===== src/pkg/aqe_pkg.sv =====
// constants and types shared by both ends of the alert qualify block
package aqe_pkg;
    localparam int          NCH          = 4;
    localparam logic [7:0]  ADDR_UV_CNT  = 8'h48;
    localparam logic [7:0]  ADDR_ALERT_EN = 8'h49;
    localparam logic [7:0]  UV_CNT_RST   = 8'h00;
    localparam logic [23:0] EN_RST       = 24'h000000;
    localparam logic [23:0] EN_IMPL_MASK = 24'hFFFFFE;
    localparam int          OC_LSB       = 20;
    localparam int          UC_LSB       = 16;
    localparam int          OV_LSB       = 12;
    localparam int          UV_LSB       = 8;
    localparam int          OP_LSB       = 4;
    localparam int          ACC_FULL_BIT = 3;
    localparam int          TALLY_BIT    = 2;
    localparam int          CONV_BIT     = 1;
    localparam logic [4:0]  RUN_1        = 5'h01;
    localparam logic [4:0]  RUN_4        = 5'h04;
    localparam logic [4:0]  RUN_8        = 5'h08;
    localparam logic [4:0]  RUN_16       = 5'h10;
    typedef enum logic [1:0] {
        AQE_CMD_NONE,
        AQE_CMD_WRITE,
        AQE_CMD_READ,
        AQE_CMD_REFRESH
    } aqe_cmd_t;
endpackage


===== src/pkg/aqe_if.sv =====
// register access link between host end and device end
`timescale 1ns/1ps
interface aqe_if;
    logic                 req;
    aqe_pkg::aqe_cmd_t    cmd;
    logic [7:0]           addr;
    logic [23:0]          wdata;
    logic                 ack;
    logic [23:0]          rdata;
    modport host (output req, cmd, addr, wdata, input ack, rdata);
    modport dev  (input req, cmd, addr, wdata, output ack, rdata);
endinterface


===== src/core/aqe_device.sv =====
// device end: sample qualification, enable register, refresh, alert gating
`timescale 1ns/1ps
module aqe_device (
    // clock and reset
    input  wire logic        clk_i,
    input  wire logic        rst_i,
    // register link
    aqe_if.dev               bus,
    // condition inputs
    input  wire logic        sample_i,
    input  wire logic [3:0]  uv_viol_i,
    input  wire logic [3:0]  oc_i,
    input  wire logic [3:0]  uc_i,
    input  wire logic [3:0]  ov_i,
    input  wire logic [3:0]  op_i,
    input  wire logic        acc_full_i,
    input  wire logic        tally_full_i,
    input  wire logic        conv_done_i,
    // alert outputs
    output logic [23:0]      alert_vec_o,
    output logic             alert_o
);
    typedef struct packed {
        logic [7:0]      uv_cnt;
        logic [23:0]     en_shadow;
        logic [23:0]     en_active;
        logic [3:0][4:0] run;
        logic [3:0]      uv_qual;
        logic            ack;
        logic [23:0]     rdata;
        logic [23:0]     vec;
    } aqe_dev_state_t;

    aqe_dev_state_t s_q, s_d;

    function automatic logic [4:0] run_target(input logic [1:0] sel);
        unique case (sel)
            2'b00: run_target = aqe_pkg::RUN_1;
            2'b01: run_target = aqe_pkg::RUN_4;
            2'b10: run_target = aqe_pkg::RUN_8;
            2'b11: run_target = aqe_pkg::RUN_16;
        endcase
    endfunction

    always_comb begin
        logic [1:0]  sel;
        logic [23:0] raw;
        sel = 2'b00;
        raw = '0;
        s_d = s_q;
        s_d.ack = 1'b0;
        if (bus.req) begin
            s_d.ack = 1'b1;
            unique case (bus.cmd)
                aqe_pkg::AQE_CMD_WRITE: begin
                    if (bus.addr == aqe_pkg::ADDR_UV_CNT)
                        s_d.uv_cnt = bus.wdata[7:0];
                    else if (bus.addr == aqe_pkg::ADDR_ALERT_EN)
                        s_d.en_shadow = bus.wdata & aqe_pkg::EN_IMPL_MASK;
                end
                aqe_pkg::AQE_CMD_READ: begin
                    if (bus.addr == aqe_pkg::ADDR_UV_CNT)
                        s_d.rdata = {16'h0000, s_q.uv_cnt};
                    else if (bus.addr == aqe_pkg::ADDR_ALERT_EN)
                        s_d.rdata = s_q.en_shadow;
                    else
                        s_d.rdata = 24'h000000;
                end
                aqe_pkg::AQE_CMD_REFRESH:
                    s_d.en_active = s_q.en_shadow;
                aqe_pkg::AQE_CMD_NONE:
                    s_d.ack = 1'b0;
            endcase
        end
        // channel 1 sits in the top field, channel 4 in the lowest
        for (int c = 0; c < aqe_pkg::NCH; c++) begin
            sel = s_q.uv_cnt[2*(3-c) +: 2];
            if (sample_i) begin
                if (!uv_viol_i[3-c]) begin
                    s_d.run[c] = 5'h00;
                    s_d.uv_qual[c] = 1'b0;
                end else begin
                    // saturate so a long violation keeps the alert up
                    if (s_q.run[c] < aqe_pkg::RUN_16)
                        s_d.run[c] = s_q.run[c] + 5'h01;
                    s_d.uv_qual[c] =
                        ((s_q.run[c] + 5'h01) >= run_target(sel));
                end
            end
        end
        // vector index 3 is channel 1 so fields line up with enable bits
        raw[aqe_pkg::OC_LSB +: 4] = oc_i;
        raw[aqe_pkg::UC_LSB +: 4] = uc_i;
        raw[aqe_pkg::OV_LSB +: 4] = ov_i;
        raw[aqe_pkg::UV_LSB +: 4] = {s_q.uv_qual[0], s_q.uv_qual[1],
                                     s_q.uv_qual[2], s_q.uv_qual[3]};
        raw[aqe_pkg::OP_LSB +: 4] = op_i;
        raw[aqe_pkg::ACC_FULL_BIT] = acc_full_i;
        raw[aqe_pkg::TALLY_BIT] = tally_full_i;
        raw[aqe_pkg::CONV_BIT] = conv_done_i;
        s_d.vec = raw & s_q.en_active;
    end

    always_ff @(posedge clk_i or posedge rst_i) begin
        if (rst_i) begin
            s_q.uv_cnt    <= aqe_pkg::UV_CNT_RST;
            s_q.en_shadow <= aqe_pkg::EN_RST;
            s_q.en_active <= aqe_pkg::EN_RST;
            s_q.run       <= '0;
            s_q.uv_qual   <= '0;
            s_q.ack       <= 1'b0;
            s_q.rdata     <= 24'h000000;
            s_q.vec       <= 24'h000000;
        end else begin
            s_q <= s_d;
        end
    end

    assign bus.ack     = s_q.ack;
    assign bus.rdata   = s_q.rdata;
    assign alert_vec_o = s_q.vec;
    assign alert_o     = |s_q.vec;
endmodule // aqe_device


===== src/flat_wrapper.sv =====
// flat-port wrapper written by rule: the top's interface ports become plain ports
module aqe_device_flat 
  (clk_i, rst_i, sample_i, uv_viol_i, oc_i, uc_i, ov_i, op_i, acc_full_i, tally_full_i, conv_done_i, alert_vec_o, alert_o, bus_req, bus_cmd, bus_addr, bus_wdata, bus_ack, bus_rdata);
  aqe_if bus_i ();
  input  wire logic clk_i;
  input  wire logic rst_i;
  input  wire logic sample_i;
  input  wire logic [3:0] uv_viol_i;
  input  wire logic [3:0] oc_i;
  input  wire logic [3:0] uc_i;
  input  wire logic [3:0] ov_i;
  input  wire logic [3:0] op_i;
  input  wire logic acc_full_i;
  input  wire logic tally_full_i;
  input  wire logic conv_done_i;
  output logic [23:0] alert_vec_o;
  output logic alert_o;
  input wire logic [$bits(bus_i.req)-1:0] bus_req;
  input wire logic [$bits(bus_i.cmd)-1:0] bus_cmd;
  input wire logic [$bits(bus_i.addr)-1:0] bus_addr;
  input wire logic [$bits(bus_i.wdata)-1:0] bus_wdata;
  output wire logic [$bits(bus_i.ack)-1:0] bus_ack;
  output wire logic [$bits(bus_i.rdata)-1:0] bus_rdata;
  assign bus_i.req = bus_req;
  assign bus_i.cmd = bus_cmd;
  assign bus_i.addr = bus_addr;
  assign bus_i.wdata = bus_wdata;
  assign bus_ack = bus_i.ack;
  assign bus_rdata = bus_i.rdata;
  aqe_device u_core (.clk_i(clk_i), .rst_i(rst_i), .bus(bus_i), .sample_i(sample_i), .uv_viol_i(uv_viol_i), .oc_i(oc_i), .uc_i(uc_i), .ov_i(ov_i), .op_i(op_i), .acc_full_i(acc_full_i), .tally_full_i(tally_full_i), .conv_done_i(conv_done_i), .alert_vec_o(alert_vec_o), .alert_o(alert_o));
endmodule

===== config.mk =====
export PLATFORM = sky130hd
export DESIGN_NAME = aqe_device_flat
export DESIGN_NICKNAME = d
export VERILOG_FILES = /design/src/pkg/aqe_pkg.sv /design/src/pkg/aqe_if.sv /design/src/core/aqe_device.sv /design/src/flat_wrapper.sv
export SDC_FILE = /design/constraint.sdc
export NUM_CORES = 1
export LEC_CHECK = 0
export BUFFER_PORTS_ARGS = -buffer_cell sky130_fd_sc_hd__buf_2
export CORE_MARGIN = 2
export CORE_UTILIZATION = 60
export DETAILED_ROUTE_END_ITERATION = 8
export GPL_ROUTABILITY_DRIVEN = 0
export PLACE_DENSITY = 0.87
export SLEW_MARGIN = 20
export SYNTH_ARGS = -nofsm -noshare
export SYNTH_HDL_FRONTEND = slang
export SYNTH_SLANG_ARGS = --single-unit

===== constraint.sdc =====
create_clock -name clk_i -period 11.7 [get_ports clk_i]
set_clock_uncertainty 0.15 [all_clocks]
set_input_delay 1.17 -clock clk_i [delete_from_list [all_inputs] [get_ports clk_i]]
set_output_delay 1.17 -clock clk_i [all_outputs]
set_load 0.02 [all_outputs]

# == Word-level counts from Yosys, hierarchy flattened ==
# Index checks and enable logic that the tools add are counted.
# totals
register_bits,127
elab_cells,89
output_inout_bits,50
inputBits,61
# classes
bitwise_logic,2
order_cmp,8
n_reduce_logical,14
muxes,29
eq_ne,21
add_sub_neg,4
# ops
cell,n
2-to-1 mux 5 bit,16
case mux 5 bit (4 select lines),4
2-to-1 mux 24 bit,3
2-to-1 mux 25 bit,1
AND 24 bit,1
OR reduction 24 bit,1
"adder 5 x 1 -> 5 bit, second input constant",4
"equality test 2 bit, second input constant",10
>= comparator 5 bit,4
"less-than comparator 5 bit, second input constant",4
"equality test 8 x 7 -> 1 bit, second input constant",2
AND reduction 2 bit,6
"equality test 2 x 1 -> 1 bit, second input constant",5
zero test 2 bit,5
"!= test 2 x 1 -> 1 bit, second input constant",4
2-to-1 mux 1 bit,5
AND reduction 4 bit,1
AND reduction 3 bit,1
inverter 1 bit,1

# == Depth between registers and ports, before layout ==
# depth
depth_word,6
mapped_depth,7
depth_no_buf,7

# == Least setup slack after synthesis ==
# Ideal clock, no wire load.
# synth_path
kind,input to register
from,input port bus_addr[5]
to,register u_core.s_q[121] (netlist name)
path_stages,4
slack_ns,9.046
t_required_ns,11.425
t_arrival_ns,2.379
n_path_buf,1
setup_ns,0.125
cell_sequence,nor4b_4 -> and4b_1 -> buf_4 -> mux2_2
# synth_between
elab_chain_len,2
# synth_rtl
element,line,rtl
"start, declared",flat_wrapper.sv:20,input wire logic [$bits(bus_i.addr)-1:0] bus_addr;
equality test 8 x 7 -> 1 bit,aqe_device.sv:56,if (bus.addr == aqe_pkg::ADDR_UV_CNT)
AND reduction 3 bit (no source line),n/a,
"end, declared",aqe_device.sv:34,"aqe_dev_state_t s_q, s_d;"
# No other way between the ends.
# A chain may end at the register's enable or synchronous reset.

# == Worst setup path in the final report ==
# layout_path
from,input port bus_addr[5]
to,register u_core.s_q[117] (netlist name)
# layout_between
elab_chain_len,3
elab_cells_between_ends,4
cone_classes,2 x eq/ne; 1 x bitwise; 1 x reduce/logical
# layout_rtl
element,line
equality test 8 x 7 -> 1 bit,aqe_device.sv:56
inverter 1 bit (no source line),n/a
AND reduction 4 bit (no source line) *,n/a
# Every way passes the cells marked *; elsewhere a longest branch is shown, timed or not.

==> flow_summary.yaml <==
yosys:
  synth.avg_cell_area_um2: 12.1
  synth-edff-count: 0
  ys_ff_latch: 126
  yosysTopAreaCellShare_pct: 52.6
  async_flop_share_pct: 100
  netlist_instances: 496
  ys_seq_area_share_pct: 52.6
  synthesis.nets: 577
  ys.flop_type: "dfrtp_1"
  yosysWarnings: 0
  yosys-top-cells-area: "dfrtp_1 (53%), mux2_2 (7.0%), buf_4 (6.1%)"
  yosys.area.top_type: "dfrtp_1"
  syn-cell-area_um2: 5990
  synth_most_common_cell: "dfrtp_1"
  ys_types: 44
  synthTopCellsByCount: "dfrtp_1 (126), buf_4 (49), nand2_1 (40)"
clock_tree:
  holdBufCountCts: 0
  clk_path_buf_depth: 2
  cts_inserted_buffers: 17
  cts_resized: 0
  cts_tree: "built"
  clkTransAtPathRegs_ns: 0.06
  clock_latency_ns: 0.52
  clockRootBuffer: "clkbuf_8"
  post_cts_buffers: 0
  cts_sinks: 126
  htreeDepth: 4
power_and_ir_drop:
  seq_power_share_pct: 43.6
  clockPowerShare_pct: 49.2
  p_sw_share_pct: 22.3
  leakagePower_nw: 3.54
  intPower_mw: 0.822
  power-per-cell-area_nw_per_um2: 154
  irDropWorstVdd_v: 0.0000950
  combPwrFrac_pct: 7.2
  switchingPower_mw: 0.236
detailed_routing:
  wire_per_inst_um: 18.3
  wl_met1_mm: 5.53
  viasPerCell: 5.67
  top_layer: "met4"
  remaining_drc_errors: 0
  antenna_left: 0
  wl_mm: 12.9
  wl_met3_um: 709
  dr_wl_met2_mm: 6.34
  drt_iter0_drc: 228
  dr.pass1.iters: 5
  num_vias: 3994
finish:
  drive_above_1_share_pct: 34.9
  post-route-util_pct: 70.5
  n_antenna_cell: 0
  area_growth_pct: 14.5
  nNetsFinal: 640
sta:
  worst_pin_slew_ns: 1.09
  tns_ns: 0
  setup_violations: 0
  fin_crit_sh_pct: 27.4
  holdWs_ns: 0.327
  rsz0062_at_grt: "no"
  max-slew-margin-rel_pct: 27.2
  fmax_mhz: 311
  period_minus_slack_ns: 3.21
  slew_violations: 0
  hold_viol: 0
floorplanning:
  core_um2: 9730
  fp-row-count: 36
  num_io_pins: 111
  start_util_pct: 61.6
  dieWidth_um: 104
  die_height_um: 104
  die_area_um2: 10800
global_route:
  grt_pass1_wl_mm: 21.2
  grt_util_all_layers_pct: 25.4
  grt_start_max_net_pins: 73
  overflow: 0
  antenna_found_initial: 0
  grt_pass1_vias: 4070
setup_path:
  critical_path.max_stage_delay_ns: 0.94
  cp_cell_sequence: "buf_2 > nor4b_4 > nand4_4 > mux2_4"
  r2r-end: "u_core.s_q[50]"
  ff2ff_setup_slack_ns: 9.68
  ff2ff_path_depth: 6
  cp-start-kind: "primary input"
  crit_type: "primary input to register"
  crit_fanout: 23
  reg2reg_from: "u_core.s_q[58]"
  end_kind: "register"
  crit_slowest_cell: "nor4b_4"
  worstPathRequired_ns: 11.95
  critPathArrivalTime_ns: 3.46
  setup.worst_path.start: "bus_addr[5]"
  cp-endpoint: "u_core.s_q[117]"
place:
  hpwl_mm: 8.69
  port_buffers: 109
min_path:
  hold_class: "register to register"
run_status:
  status: "finished clean"
flow_run:
  drv_cap: 0
## power by group through the flow
stage	sequential [mW]	combinational [mW]	clock [mW]
floorplan	0.463	0.0532	0
global placement	0.467	0.0712	0
detailed placement	0.468	0.0744	0
CTS	0.461	0.0756	0.524
global route	0.463	0.0857	0.544
finish	0.461	0.0759	0.521
## final cells by class
class	count	area [um2]
repair buffers	111	561
clock inverters	6	108
fillers	656	2870
clock buffers	25	474
well taps	133	166
inverters	7	28.8
multi-input cells	296	2370
flip-flops and latches	126	3150
## routing by layer
metal | vias up | track usage [%]
li1 | 1844 | -
met1 | 1972 | 32.7
met2 | 152 | 41.8
met3 | 26 | 6.08
met4 | 0 | 9.94
met5 | - | 0
## cells in the final DEF, fill, tap and decap left out, types with 5 or more instances in the layout
cell type	synthesis	final
a21oi_1	9	9
a22o_1	9	9
and2_1	23	23
buf_2	1	109
clkbuf_1	14	5
clkbuf_16	0	16
dfrtp_1	126	126
ha_1	20	20
inv_1	6	5
mux2_2	37	37
mux2_4	20	20
mux2i_1	8	8
nand2_1	40	40
nand2b_1	8	8
nand3_1	10	9
nand4_1	16	16
nor2_1	8	8
nor2b_1	5	5
nor4_1	5	5
o21ai_0	21	21
o2bb2ai_1	5	5
o31ai_1	7	7
xnor2_1	8	8
## how the worst min path moves through the flow
stage / from / endpoint / cells after the start
global placement: u_core.s_q[94] / u_core.alert_vec_o[21] / 1
finish: u_core.s_q[77] / u_core.alert_vec_o[4] / 1
global route: u_core.s_q[90] / u_core.alert_vec_o[17] / 1
detailed placement: u_core.s_q[90] / u_core.alert_vec_o[17] / 1
floorplan: u_core.bus.rdata[0] / u_core.bus.rdata[0] / 2
CTS: u_core.s_q[77] / u_core.alert_vec_o[4] / 1
## kinds of logic (layout without fill, tap and decap cells)
| family | count (synthesis) | count (layout) | share of synthesized area (%) |
|---|---|---|---|
| fa+ha+maj | 20 | 20 | 4.18 |
| compound gates | 67 | 67 | 7.66 |
| mux | 65 | 65 | 13.3 |
| xor+xnor | 12 | 12 | 1.75 |
| other cells | 1 | 1 | 0.0626 |
| buf+inv | 74 | 149 | 7.98 |
| simple gates | 131 | 131 | 12.4 |
| flops | 126 | 126 | 52.6 |
## per-stage QoR
| stage | std cells | setup WS [ns] | power (mW) | area, um2 |
|---|---|---|---|---|
| 3_5_place_dp | 673 | 8.03 | 0.543 | 6270 |
| 6_report | 704 | 8.49 | 1.06 | 6860 |
| 5_1_grt | 704 | 8.40 | 1.09 | 6860 |
| 4_1_cts | 704 | 8.52 | 1.06 | 6850 |
| 3_3_place_gp | 673 | 8.10 | 0.538 | 6270 |
| 2_1_floorplan | 496 | 7.02 | 0.516 | 5990 |
## registers in the layout (all words and copies together) (netlist names)
| register | cells |
|---|---|
| u_core.alert_vec_o | 23 |
| u_core.s_q | 78 |
| u_core.bus.rdata | 24 |
| u_core.bus.ack | 1 |
## worst max-delay path: cells and delay by family
family	cells	cell delay, ns
buffers and inverters	1	0.11
multiplexers	1	0.51
AND/OR/NAND/NOR	2	1.66
Power figures use the tool's default switching activity.
